==> config.mk <==
export PLATFORM = sky130hd
export DESIGN_NAME = twbr_target
export DESIGN_NICKNAME = d
export VERILOG_FILES = /design/src/design/twbr_pkg.sv /design/src/design/twbr_line_if.sv /design/src/design/twbr_target.sv /design/src/design/twbr_line_front.sv
export SDC_FILE = /design/constraint.sdc
export NUM_CORES = 1
export LEC_CHECK = 0
export BUFFER_PORTS_ARGS = -buffer_cell sky130_fd_sc_hd__buf_4
export CAP_MARGIN = 30
export CORE_ASPECT_RATIO = 0.6
export CORE_MARGIN = 2
export CORE_UTILIZATION = 60
export CTS_CLUSTER_SIZE = 12
export DETAILED_ROUTE_END_ITERATION = 12
export PLACE_DENSITY = 0.88
export REMOVE_ABC_BUFFERS = 1
export SLEW_MARGIN = 20
export SYNTH_ARGS = -nofsm -noshare
export SYNTH_HDL_FRONTEND = slang
export SYNTH_SLANG_ARGS = --single-unit
==> constraint.sdc <==
create_clock -name clk -period 3.3 [get_ports clk]
set_input_delay 0.165 -clock clk [delete_from_list [all_inputs] [get_ports clk]]
set_output_delay 0.165 -clock clk [all_outputs]
set_load 0.01 [all_outputs]
==> src/design/twbr_pkg.sv <==
// Package of constants for the two-wire target interface with broadcast access
package twbr_pkg;

    // ------------------------------------------------------------
    // Addressing
    // ------------------------------------------------------------
    localparam logic [6:0] OWN_ADDR_BASE   = 7'h70;  // 1110000, variant adds 0..7
    localparam logic [6:0] GCALL_ADDR      = 7'h00;  // General call, write only
    localparam logic [7:0] BCAST_WR_BYTE   = 8'h00;  // Broadcast write address byte
    localparam logic [7:0] BCAST_RD_BYTE   = 8'h01;  // Broadcast read address byte
    localparam logic [4:0] HS_CODE_PREFIX  = 5'h01;  // 00001xxx master code
    localparam logic [7:0] GCALL_RESET_CMD = 8'h06;  // General-call reset command

    // ------------------------------------------------------------
    // Pointer and register select
    // ------------------------------------------------------------
    localparam logic [7:0] POINTER_RESET   = 8'h00;
    localparam logic [1:0] SEL_TEMP        = 2'h0;  // Read only
    localparam logic [1:0] SEL_CONFIG      = 2'h1;
    localparam logic [1:0] SEL_LOW_LIMIT   = 2'h2;
    localparam logic [1:0] SEL_HIGH_LIMIT  = 2'h3;

    // ------------------------------------------------------------
    // Timing
    // ------------------------------------------------------------
    localparam int CLK_PERIOD_NS    = 10;
    localparam int TIMEOUT_MS       = 30;
    localparam int TIMEOUT_CYCLES   = (TIMEOUT_MS * 1000000) / CLK_PERIOD_NS;

    // ------------------------------------------------------------
    // Byte bit counter
    // ------------------------------------------------------------
    localparam logic [3:0] BIT_LAST = 4'h7;  // Index of eighth bit in a byte
    localparam logic [3:0] BIT_ZERO = 4'h0;

    // Controller states, one-hot
    typedef enum logic [6:0] {
        TWBR_IDLE    = 7'h01,  // Waiting for START
        TWBR_ADDR    = 7'h02,  // Shifting address byte
        TWBR_RXBYTE  = 7'h04,  // Shifting pointer, data or command byte
        TWBR_ACK     = 7'h08,  // Driving acknowledge
        TWBR_TXBYTE  = 7'h10,  // Shifting out a data byte
        TWBR_TXACK   = 7'h20,  // Sampling controller acknowledge
        TWBR_IGNORE  = 7'h40   // Not addressed, wait for START or STOP
    } twbr_state_type;

endpackage : twbr_pkg

==> src/design/twbr_line_if.sv <==
// Interface carrying sampled line events from the front end to the controller
`timescale 1ns/1ps
interface twbr_line_if;
    logic scl_rise;
    logic scl_fall;
    logic scl_level;
    logic sda_level;
    logic start_det;
    logic stop_det;
    logic hs_mode;

    modport front (output scl_rise, output scl_fall, output scl_level, output sda_level,
                   output start_det, output stop_det, input hs_mode);
    modport core  (input scl_rise, input scl_fall, input scl_level, input sda_level,
                   input start_det, input stop_det, output hs_mode);
endinterface : twbr_line_if

==> src/design/twbr_target.sv <==
// Two-wire target interface with pointer register, general call and broadcast access
`timescale 1ns/1ps
module twbr_target #(
    parameter logic [2:0] VARIANT        = 3'h0,
    parameter int         TIMEOUT_CYCLES = twbr_pkg::TIMEOUT_CYCLES
) (
    // Clock and reset
    input  wire logic       clk,
    input  wire logic       resetn,
    // Two-wire pins; clock line is input only
    input  wire logic       scl_in,
    input  wire logic       sda_in,
    output logic            sda_out,
    output logic            sda_oe_n,
    // Register side
    input  wire logic [7:0] read_data,
    output logic [1:0]      register_select_bits,
    output logic [7:0]      write_data,
    output logic            write_strobe,
    output logic            general_reset,
    output logic            hs_filter
);

    // ------------------------------------------------------------
    // Reset release and line front end
    // ------------------------------------------------------------
    logic [1:0] rst_sync_q;
    logic       rst_n;

    always_ff @(posedge clk or negedge resetn) begin
        if (!resetn) begin
            rst_sync_q <= 2'h0;
        end else begin
            rst_sync_q <= {rst_sync_q[0], 1'b1};
        end
    end
    assign rst_n = rst_sync_q[1];

    twbr_line_if lines ();

    twbr_line_front u_front (
        .clk    (clk),
        .rst_n  (rst_n),
        .scl_in (scl_in),
        .sda_in (sda_in),
        .lines  (lines.front)
    );

    // ------------------------------------------------------------
    // Controller state
    // ------------------------------------------------------------
    twbr_pkg::twbr_state_type state_q, state_d;
    logic [7:0]  shift_q, shift_d;
    logic [3:0]  bit_q, bit_d;
    logic [1:0]  rx_idx_q, rx_idx_d;       // 0 pointer/command, 1 data
    logic        is_gcall_q, is_gcall_d;
    logic        is_bcast_q, is_bcast_d;
    logic        ack_drive_q, ack_drive_d;
    logic        tx_mine_q, tx_mine_d;     // This slot carries our byte
    logic [2:0]  slot_q, slot_d;
    logic [7:0]  pointer_q, pointer_d;
    logic [7:0]  wdata_q, wdata_d;
    logic        wstrobe_q, wstrobe_d;
    logic        greset_q, greset_d;
    logic        hs_q, hs_d;
    logic        sda_low_q, sda_low_d;
    logic [31:0] tmo_q, tmo_d;
    logic        timeout;
    logic [7:0]  rx_byte;
    logic        own_match;

    assign timeout   = (tmo_q >= 32'(TIMEOUT_CYCLES));
    assign rx_byte   = {shift_q[6:0], lines.sda_level};
    assign own_match = (rx_byte[7:1] == (twbr_pkg::OWN_ADDR_BASE | {4'h0, VARIANT}));

    // Next-state logic: sampling on rising SCL, driving on falling SCL
    always_comb begin
        state_d     = state_q;
        shift_d     = shift_q;
        bit_d       = bit_q;
        rx_idx_d    = rx_idx_q;
        is_gcall_d  = is_gcall_q;
        is_bcast_d  = is_bcast_q;
        ack_drive_d = ack_drive_q;
        tx_mine_d   = tx_mine_q;
        slot_d      = slot_q;
        pointer_d   = pointer_q;
        wdata_d     = wdata_q;
        wstrobe_d   = 1'b0;
        greset_d    = 1'b0;
        hs_d        = hs_q;
        sda_low_d   = sda_low_q;
        tmo_d       = (lines.scl_level || state_q == twbr_pkg::TWBR_IDLE) ? 32'h0 : tmo_q + 32'h1;

        if (timeout) begin
            state_d   = twbr_pkg::TWBR_IDLE;
            sda_low_d = 1'b0;
            tmo_d     = 32'h0;
        end else if (lines.stop_det) begin
            state_d   = twbr_pkg::TWBR_IDLE;
            sda_low_d = 1'b0;
            hs_d      = 1'b0;
        end else if (lines.start_det) begin
            state_d   = twbr_pkg::TWBR_ADDR;
            bit_d     = twbr_pkg::BIT_ZERO;
            sda_low_d = 1'b0;
        end else begin
            case (state_q)
                twbr_pkg::TWBR_IDLE, twbr_pkg::TWBR_IGNORE: begin
                    sda_low_d = 1'b0;
                end
                twbr_pkg::TWBR_ADDR: begin
                    if (lines.scl_rise) begin
                        shift_d = rx_byte;
                        bit_d   = bit_q + 4'h1;
                        if (bit_q == twbr_pkg::BIT_LAST) begin
                            rx_idx_d   = 2'h0;
                            slot_d     = 3'h0;
                            is_gcall_d = (rx_byte == twbr_pkg::BCAST_WR_BYTE);
                            is_bcast_d = (rx_byte == twbr_pkg::BCAST_RD_BYTE);
                            tx_mine_d  = (rx_byte == twbr_pkg::BCAST_RD_BYTE) ? (VARIANT == 3'h0) : 1'b1;
                            if (rx_byte[7:3] == twbr_pkg::HS_CODE_PREFIX) begin
                                hs_d    = 1'b1;
                                state_d = twbr_pkg::TWBR_IGNORE;
                            end else if (own_match || rx_byte == twbr_pkg::BCAST_WR_BYTE
                                         || rx_byte == twbr_pkg::BCAST_RD_BYTE) begin
                                ack_drive_d = 1'b1;
                                state_d     = twbr_pkg::TWBR_ACK;
                            end else begin
                                state_d = twbr_pkg::TWBR_IGNORE;
                            end
                        end
                    end
                end
                twbr_pkg::TWBR_RXBYTE: begin
                    if (lines.scl_fall) begin
                        sda_low_d = 1'b0;
                    end
                    if (lines.scl_rise) begin
                        shift_d = rx_byte;
                        bit_d   = bit_q + 4'h1;
                        if (bit_q == twbr_pkg::BIT_LAST) begin
                            ack_drive_d = 1'b1;
                            state_d     = twbr_pkg::TWBR_ACK;
                            if (rx_idx_q == 2'h0) begin
                                // Broadcast write byte doubles as general call
                                if (is_gcall_q && rx_byte == twbr_pkg::GCALL_RESET_CMD) begin
                                    greset_d  = 1'b1;
                                    pointer_d = twbr_pkg::POINTER_RESET;
                                end else begin
                                    pointer_d = rx_byte;
                                end
                                rx_idx_d = 2'h1;
                            end else if (rx_idx_q == 2'h1) begin
                                // Whole byte in before anything is written; the read-only
                                // slot is acknowledged but leaves write_data untouched
                                if (pointer_q[1:0] != twbr_pkg::SEL_TEMP) begin
                                    wdata_d   = rx_byte;
                                    wstrobe_d = 1'b1;
                                end
                                rx_idx_d  = 2'h2;
                            end else begin
                                ack_drive_d = 1'b0;
                                state_d     = twbr_pkg::TWBR_IGNORE;
                            end
                        end
                    end
                end
                twbr_pkg::TWBR_ACK: begin
                    if (lines.scl_fall) begin
                        if (ack_drive_q) begin
                            sda_low_d   = 1'b1;
                            ack_drive_d = 1'b0;
                        end else begin
                            sda_low_d = 1'b0;
                            bit_d     = twbr_pkg::BIT_ZERO;
                            if (shift_q[0] && rx_idx_q == 2'h0 && !ack_drive_q && state_q == twbr_pkg::TWBR_ACK
                                && (slot_q == 3'h0) && bit_q != twbr_pkg::BIT_ZERO) begin
                                // Read: first data bit goes out now
                                state_d   = twbr_pkg::TWBR_TXBYTE;
                                shift_d   = read_data;
                                sda_low_d = tx_mine_q & ~read_data[7];
                                bit_d     = 4'h1;
                            end else begin
                                state_d = twbr_pkg::TWBR_RXBYTE;
                            end
                        end
                    end
                end
                twbr_pkg::TWBR_TXBYTE: begin
                    if (lines.scl_fall) begin
                        if (bit_q == 4'h8) begin
                            sda_low_d = 1'b0;
                            state_d   = twbr_pkg::TWBR_TXACK;
                        end else begin
                            sda_low_d = tx_mine_q & ~shift_q[3'(4'h7 - bit_q)];
                            bit_d     = bit_q + 4'h1;
                        end
                    end
                end
                twbr_pkg::TWBR_TXACK: begin
                    if (lines.scl_rise) begin
                        if (lines.sda_level || !is_bcast_q || slot_q == VARIANT) begin
                            state_d = twbr_pkg::TWBR_IGNORE;
                        end else begin
                            slot_d    = slot_q + 3'h1;
                            tx_mine_d = ((slot_q + 3'h1) == VARIANT);
                        end
                    end else if (lines.scl_fall) begin
                        state_d   = twbr_pkg::TWBR_TXBYTE;
                        shift_d   = read_data;
                        sda_low_d = tx_mine_q & ~read_data[7];
                        bit_d     = 4'h1;
                    end
                end
                default: begin
                    state_d   = twbr_pkg::TWBR_IDLE;
                    sda_low_d = 1'b0;
                end
            endcase
        end
    end

    // State registers
    always_ff @(posedge clk or negedge rst_n) begin
        if (!rst_n) begin
            state_q     <= twbr_pkg::TWBR_IDLE;
            shift_q     <= 8'h00;
            bit_q       <= 4'h0;
            rx_idx_q    <= 2'h0;
            is_gcall_q  <= 1'b0;
            is_bcast_q  <= 1'b0;
            ack_drive_q <= 1'b0;
            tx_mine_q   <= 1'b0;
            slot_q      <= 3'h0;
            pointer_q   <= twbr_pkg::POINTER_RESET;
            wdata_q     <= 8'h00;
            wstrobe_q   <= 1'b0;
            greset_q    <= 1'b0;
            hs_q        <= 1'b0;
            sda_low_q   <= 1'b0;
            tmo_q       <= 32'h0;
        end else begin
            state_q     <= state_d;
            shift_q     <= shift_d;
            bit_q       <= bit_d;
            rx_idx_q    <= rx_idx_d;
            is_gcall_q  <= is_gcall_d;
            is_bcast_q  <= is_bcast_d;
            ack_drive_q <= ack_drive_d;
            tx_mine_q   <= tx_mine_d;
            slot_q      <= slot_d;
            pointer_q   <= pointer_d;
            wdata_q     <= wdata_d;
            wstrobe_q   <= wstrobe_d;
            greset_q    <= greset_d;
            hs_q        <= hs_d;
            sda_low_q   <= sda_low_d;
            tmo_q       <= tmo_d;
        end
    end

    // ------------------------------------------------------------
    // Outputs; the clock line has no driver at all
    // ------------------------------------------------------------
    assign lines.hs_mode        = hs_q;
    assign hs_filter            = hs_q;
    assign sda_out              = 1'b0;
    assign sda_oe_n             = ~sda_low_q;
    assign register_select_bits = pointer_q[1:0];
    assign write_data           = wdata_q;
    assign write_strobe         = wstrobe_q;
    assign general_reset        = greset_q;

endmodule : twbr_target

==> src/design/twbr_line_front.sv <==
// Synchronisers and START/STOP/edge detection for the two wires
`timescale 1ns/1ps
module twbr_line_front (
    // Clock and reset
    input  wire logic clk,
    input  wire logic rst_n,
    // Raw pins
    input  wire logic scl_in,
    input  wire logic sda_in,
    // Events towards the controller
    twbr_line_if.front lines
);

    logic [1:0] scl_sync_q, scl_sync_d;
    logic [1:0] sda_sync_q, sda_sync_d;
    logic       scl_prev_q, scl_prev_d;
    logic       sda_prev_q, sda_prev_d;

    // ------------------------------------------------------------
    // Two-stage sync, then one history stage for edges
    // ------------------------------------------------------------
    always_comb begin
        scl_sync_d = {scl_sync_q[0], scl_in};
        sda_sync_d = {sda_sync_q[0], sda_in};
        scl_prev_d = scl_sync_q[1];
        sda_prev_d = sda_sync_q[1];
    end

    always_ff @(posedge clk or negedge rst_n) begin
        if (!rst_n) begin
            scl_sync_q <= 2'h3;
            sda_sync_q <= 2'h3;
            scl_prev_q <= 1'b1;
            sda_prev_q <= 1'b1;
        end else begin
            scl_sync_q <= scl_sync_d;
            sda_sync_q <= sda_sync_d;
            scl_prev_q <= scl_prev_d;
            sda_prev_q <= sda_prev_d;
        end
    end

    // Only the second stage and the history stage are examined; SDA moves with SCL high mark conditions
    assign lines.scl_level = scl_sync_q[1];
    assign lines.sda_level = sda_sync_q[1];
    assign lines.scl_rise  = scl_sync_q[1] & ~scl_prev_q;
    assign lines.scl_fall  = ~scl_sync_q[1] & scl_prev_q;
    assign lines.start_det = scl_sync_q[1] & scl_prev_q & sda_prev_q & ~sda_sync_q[1];
    assign lines.stop_det  = scl_sync_q[1] & scl_prev_q & ~sda_prev_q & sda_sync_q[1];

endmodule : twbr_line_front

Yosys cells after proc, flatten, opt, wreduce, memory -nomap -nowiden
Cells that the tools add are included.
{"block": "op_classes", "n_addsub": 4, "mul": 0, "div": 0, "magnitude_cmp": 2, "n_eq_ne": 52, "n_shift": 0, "n_mux": 103, "bitwise_logic": 20, "reduce_logical": 41}
{"cell": "7-bit two-way mux", "n": 18}
{"cell": "32-bit two-way mux", "n": 2}
{"cell": "5-bit != test, second input constant", "n": 11}
{"cell": "1-bit two-way mux", "n": 48}
{"cell": "8-bit two-way mux", "n": 6}
{"cell": "7-bit one-hot mux with 6 select lines", "n": 1}
{"cell": "32-bit by 1-bit adder with 32-bit output, second input constant", "n": 1}
{"cell": "32-bit by 22-bit greater-or-equal comparator with 1-bit output, second input constant", "n": 1}
{"cell": "4-bit two-way mux", "n": 8}
{"cell": "2-bit != test, second input constant", "n": 12}
{"cell": "8-bit one-hot mux with 3 select lines", "n": 1}
{"cell": "11-bit AND reduction", "n": 2}
{"cell": "3-bit != test, second input constant", "n": 7}
{"cell": "10-bit AND reduction", "n": 2}
{"cell": "6-bit AND reduction", "n": 3}
{"cell": "9-bit AND reduction", "n": 2}
{"cell": "4-bit one-hot mux with 4 select lines", "n": 1}
{"cell": "7-bit == test, second input constant", "n": 2}
{"cell": "2-bit two-way mux", "n": 7}
{"cell": "2-bit nonzero test", "n": 7}
{"cell": "3-bit two-way mux", "n": 4}
{"cell": "6-bit != test, second input constant", "n": 2}
{"cell": "1-bit NOT", "n": 11}
{"cell": "1-bit bitwise AND", "n": 9}
{"cell": "38 further kinds", "n": 54}
{"block": "word_totals", "register_bits": 82, "latchBits": 0, "ramBits": 0, "romBits": 0, "in_bits": 12, "mem_count": 0}

Logic depth before layout (Yosys ltp)
{"block": "logic_depth", "ltp_word": 13, "depth_mapped": 8}

Modules after synthesis
From an unflattened synthesis, not the netlist that was laid out.
{"block": "unflattened", "hier_cells": 442, "hier_area_um2": 4330.4}
{"mod": "twbr_target", "n_inst": 1, "cells_each": 432, "area_each_um2": 4140.2}
{"mod": "twbr_line_front", "n_inst": 1, "cells_each": 10, "area_each_um2": 190.2}

Worst setup path after synthesis
No wires, ideal clock.
{"block": "synth_timing", "path_type": "flip-flop to flip-flop", "from": "register state_q[5]", "to": "register shift_q[0]", "arrival_ns": 2.243, "setup_slack_ns": 0.932, "stages_incl_launch_ff": 8, "cell_sequence": "dfrtp_1 clkbuf_1 nor4b_1 and2_1 nand2b_1 clkbuf_1 mux2_2 mux2_2"}
{"block": "synth_via", "elab_chain_len": 6, "elab_cells_between_ends": 17, "cone_classes": "eq/ne: 10; mux: 1; reduce/logical: 6"}
{"element": "start, declared", "line_no": "twbr_target.sv:52", "source": "twbr_pkg::twbr_state_type state_q, state_d;"}
{"element": "start signal, assigned", "line_no": "twbr_target.sv:227", "source": "state_q <= twbr_pkg::TWBR_IDLE;"}
{"element": "start signal, assigned", "line_no": "twbr_target.sv:244", "source": "state_q <= state_d;"}
{"element": "7-bit by 4-bit == test with 1-bit output", "line_no": "twbr_target.sv:108, twbr_target.sv:177"}
{"element": "1-bit logical AND", "line_no": "twbr_target.sv:177", "source": "if (shift_q[0] && rx_idx_q == 2'h0 && !ack_drive_q && state_q == twbr_pkg::TWBR_ACK"}
{"element": "1-bit logical AND (2 in a row)", "line_no": "twbr_target.sv:178", "source": "&& (slot_q == 3'h0) && bit_q != twbr_pkg::BIT_ZERO) begin"}
{"element": "2-bit by 1-bit != test with 1-bit output (no source line)"}
{"element": "10-bit AND reduction (no source line)"}
{"element": "end signal, assigned", "line_no": "twbr_target.sv:245", "source": "shift_q <= shift_d;"}
{"element": "end, declared", "line_no": "twbr_target.sv:53", "source": "logic [7:0] shift_q, shift_d;"}
Parallel ways exist; a longest one is shown, timed or not.
A chain may end at the register's enable or synchronous reset.

Worst setup path in the final report
{"block": "layout_timing", "from": "register state_q[6]", "to": "register wdata_q[2], in the netlist write_data[2]"}
{"block": "layout_via", "elab_chain_len": 2}
{"element": "7-bit by 3-bit == test with 1-bit output", "line_no": "twbr_target.sv:108", "source": "case (state_q)"}
{"element": "9-bit AND reduction (no source line)"}
{"element": "end signal, assigned", "line_no": "twbr_target.sv:254", "source": "wdata_q <= wdata_d;"}
{"element": "end, declared", "line_no": "twbr_target.sv:62", "source": "logic [7:0] wdata_q, wdata_d;"}
No other way between the ends.

==> reports/summary.txt <==
SYNTHESIS
-----------------------------------------------------------------------------------------
Average size of a mapped cell ..............................................     10.5 µm²
Post-synthesis cell type count .............................................           66
Dominant synthesized flop cell ............................................. sky130_fd_sc_hd__dfrtp_1
Synth warn .................................................................            0
Register bit total from synthesis ..........................................           82
Sequential share of the synthesized area ...................................        0.488
Gate Count Post-Synth ......................................................          402
Cell Area, Synth ...........................................................  0.00422 mm²
Proportion of register bits with asynchronous set or reset after synthesis .         1.00
Portion of synthesized cell area occupied by the leading cell type .........        0.444
Cell types occupying the most area after synthesis ......................... sky130_fd_sc_hd__dfrtp_1 44%, sky130_fd_sc_hd__mux2_2 7.5%, sky130_fd_sc_hd__dfstp_2 4.4%
Number of enable-type register cells in the synthesized netlist ............            0
Cell accounting for the most synthesized area .............................. sky130_fd_sc_hd__dfrtp_1

GRT
-----------------------------------------------------------------------------------------
Gr usage total .............................................................        0.259
Aggregate global routing overflow ..........................................            0
First-pass GRT wire length .................................................     14900 µm
Pin count of the biggest net entering global routing .......................           51
Antenna violations before repair ...........................................            0
Number of global-route vias before repair ..................................         2854

CRITICAL PATH
-----------------------------------------------------------------------------------------
Delay contributed by the slowest stage of the critical path ................      0.58 ns
Worst-path cell with the longest stage delay ............................... sky130_fd_sc_hd__nor4_4
FF-to-FF path depth ........................................................            6
Critical path arrival ......................................................      2.88 ns
Nature of the critical path endpoint .......................................         flop
Crit start category ........................................................         flop
Critical path class ........................................................      reg2reg
Flop-to-flop setup slack ...................................................      0.65 ns
Largest fanout on the critical path ........................................            8
Worst path required time ...................................................      3.53 ns
Cells along the critical path .............................................. or3_4, nor3_4, nand3b_2, or2_4, nor4_4, mux2_2

FLOORPLAN
-----------------------------------------------------------------------------------------
Die Wd .....................................................................       112 µm
Std-Cell Core Area .........................................................  0.00673 mm²
Die height .................................................................      69.0 µm
IO Pins ....................................................................           27
Initial core utilization ...................................................        0.627
Std cell rows ..............................................................           23
Die Outline Area ...........................................................  0.00775 mm²

STATUS
-----------------------------------------------------------------------------------------
Run status ................................................................. finished clean

ROUTING
-----------------------------------------------------------------------------------------
Total wirelength of the detailed-routed design .............................      9260 µm
Via count ..................................................................         3191
Avg WL per Cell ............................................................      17.4 µm
Detailed Route Iter0 Violations ............................................          231
Antenna-violating nets left ................................................            0
Iteration count of the initial detailed-routing pass .......................            5
Post-route DRC violation count .............................................            0
Ratio of routed vias to standard cells .....................................         6.00

CTS
-----------------------------------------------------------------------------------------
Number of buffers inserted during clock tree synthesis .....................            9
CTS root buffer ............................................................ sky130_fd_sc_hd__clkbuf_16
Maximum buffer depth of the clock tree .....................................            2
TritonCTS clock tree .......................................................          yes
Num Clock Sinks ............................................................           82
Quantity of gates resized following cts ....................................            0
Number of levels in the clock H-tree .......................................            3
Worst skew pair latency ....................................................      0.35 ns
Clock transition at the registers of the reported paths ....................      0.06 ns

PLACE
-----------------------------------------------------------------------------------------
Total instance count after detailed placement ..............................          513
Count of port buffers added during placement ...............................           25
Final weighted congestion in routability-driven placement ..................        0.951
Worst Setup Slack post-DPL .................................................     0.647 ns
Placed wire-length estimate ................................................      6680 µm
Total cell area at the placement stage .....................................  0.00454 mm²

STA
-----------------------------------------------------------------------------------------
Final setup margin .........................................................     0.649 ns
Final clock skew ...........................................................   0.00713 ns
Final setup TNS ............................................................         0 ns
Number of slew-limit violations in the final report ........................            0
Post-route fraction of the period consumed by the critical path ............        0.803
Top achievable clock speed .................................................    0.377 GHz
Transition time at the pin with the least slew margin ......................     0.688 ns
Unrepaired setup endpoints after global routing ............................           no
Shortest period the worst path allows ......................................      2.65 ns
Number of setup violations in the final report .............................            0
Final-report hold violation count ..........................................            0
Max-Slew Margin vs Limit ...................................................        0.537

JOB
-----------------------------------------------------------------------------------------
Max-capacitance violation count ............................................            0

POWER
-----------------------------------------------------------------------------------------
Internal power .............................................................      1720 µW
Switching Fraction .........................................................        0.206
Logic gate share of total power ............................................        0.020
Leak .......................................................................   0.00221 µW
Power per standard cell area ...............................................   443 mW/mm²
NetSw ......................................................................       447 µW
Clock Power Share ..........................................................        0.502
Sequential cell fraction of total power ....................................        0.478
Peak supply drop ...........................................................       472 µV

FINAL LAYOUT
-----------------------------------------------------------------------------------------
Fill count .................................................................          474
Final-stage net count ......................................................          462
Count of placed standard cells in the final layout, fillers left out .......          532
Layout-stage area growth over the synthesis result .........................        15.9%
Number of antenna cells inserted ...........................................            0
Finished Core Util .........................................................        0.727
Cell area after layout .....................................................  0.00490 mm²
Fraction of final layout cells with drive strength greater than 1 ..........        0.218

HOLD PATH
-----------------------------------------------------------------------------------------
Worst hold path class ......................................................     in2async

## stage by stage
step	hold WS (ns)	power [µW]
floorplan	-0.131	1070
global placement	-0.0529	1090
detailed placement	-0.0497	1100
CTS	0.119	2180
global route	0.131	2240
finish	0.125	2170
## cell usage in the layout (no fill, tap or decap), types with 9 or more instances in the layout
master	count
sky130_fd_sc_hd__dfrtp_1	74
sky130_fd_sc_hd__nor2_1	39
sky130_fd_sc_hd__mux2_2	28
sky130_fd_sc_hd__buf_4	28
sky130_fd_sc_hd__nand2_1	26
sky130_fd_sc_hd__nand3_1	19
sky130_fd_sc_hd__inv_1	18
sky130_fd_sc_hd__o21ai_0	16
sky130_fd_sc_hd__xor2_1	15
sky130_fd_sc_hd__conb_1	12
sky130_fd_sc_hd__and3_1	11
sky130_fd_sc_hd__nor3_1	10
sky130_fd_sc_hd__ha_1	10
sky130_fd_sc_hd__a21oi_1	9
sky130_fd_sc_hd__clkbuf_16	9
## worst max-delay path, delay by kind of cell, from the launching register on
family	cells	cell delay (ns)
mux	1	0.42
simple gates	5	1.66
flops	1	0.46
## synthesized netlist by cell type, drive strengths merged, types with 2 or more instances
cell	count
o211ai	4
ha	10
nor3	13
a21oi	9
and3	11
nor4b	3
or3	6
conb	2
nor4	8
o21ai	16
nor2	40
and4b	2
mux4	2
a211o	2
o21a	2
inv	18
xnor2	8
clkbuf	8
xor2	15
or2	6
a31oi	3
dfrtp	75
o311a	2
nand4	5
dfstp	7
mux2	28
nand2	26
nand2b	3
buf	7
mux2i	7
nor2b	6
nand3	19
nor3b	2
nand3b	5
## final cells by class
class | count | area (µm²) | share of cell area
Inverter | 18 | 67.6 | 0.0138
Multi-Input combinational cell | 297 | 2060 | 0.420
Timing Repair Buffer | 32 | 268 | 0.0547
Clock buffer | 10 | 239 | 0.0488
Tap cell | 87 | 109 | 0.0222
Clock inverter | 6 | 90.1 | 0.0184
Sequential cell | 82 | 2060 | 0.422
## metal layers
layer / GRT usage / routed length, µm / up-vias
met5: 0 / 0 / -
met4: 0.0915 / 116 / 0
met3: 0.0944 / 786 / 13
met2: 0.372 / 3950 / 132
met1: 0.365 / 4400 / 1551
li1: - / - / 1495
## path summary, 6_finish.rpt
kind	from	to
max in group asynchronous	rst_sync_q[1]	u_front.scl_sync_q[0]
setup / recovery	state_q[6]	write_data[2]
hold / removal	resetn	rst_sync_q[0]
setup reg to reg	state_q[6]	write_data[2]
min in group clk	read_data[2]	shift_q[2]
hold reg to reg	rst_sync_q[1]	shift_q[7]
## registers in the layout, indices dropped and copies added, names as in the netlist, 2 cells and up
signal              cells
tmo_q                  32
shift_q                 8
write_data              8
state_q                 7
bit_q                   4
slot_q                  3
pointer_q               2
rst_sync_q              2
rx_idx_q                2
u_front.scl_sync_q      2
u_front.sda_sync_q      2
## cells by family (layout without fill, tap and decap cells)
logic type                 Yosys count  in the layout  synth area share
AOI/OAI and AO/OA                   55             55            0.0889
xor gates and xnor gates            23             23            0.0477
adders and majority gates           10             10            0.0296
buffers and inverters               33             66            0.0335
DFF                                 82             82             0.488
muxes                               37             37             0.102
other                                2             12           0.00178
and+or+nand+nor                    160            160             0.209
## what timing repair did
item / 4_1_cts / 5_1_grt
hold buffers: 3 / 0
buffers inserted: 0 / 0
endpoints found under the hold margin: 4 / 0
endpoints found under the setup margin: 0 / 0
## power by group through the flow
stage	combinational, µW	clock (µW)	sequential, µW
2_1_floorplan	12.1	0	1060
3_3_place_gp	25.4	0	1060
3_5_place_dp	41.0	0	1060
4_1_cts	43.9	1100	1040
5_1_grt	49.2	1150	1040
6_report	43.5	1090	1040
(Power assumes the default switching activity.)
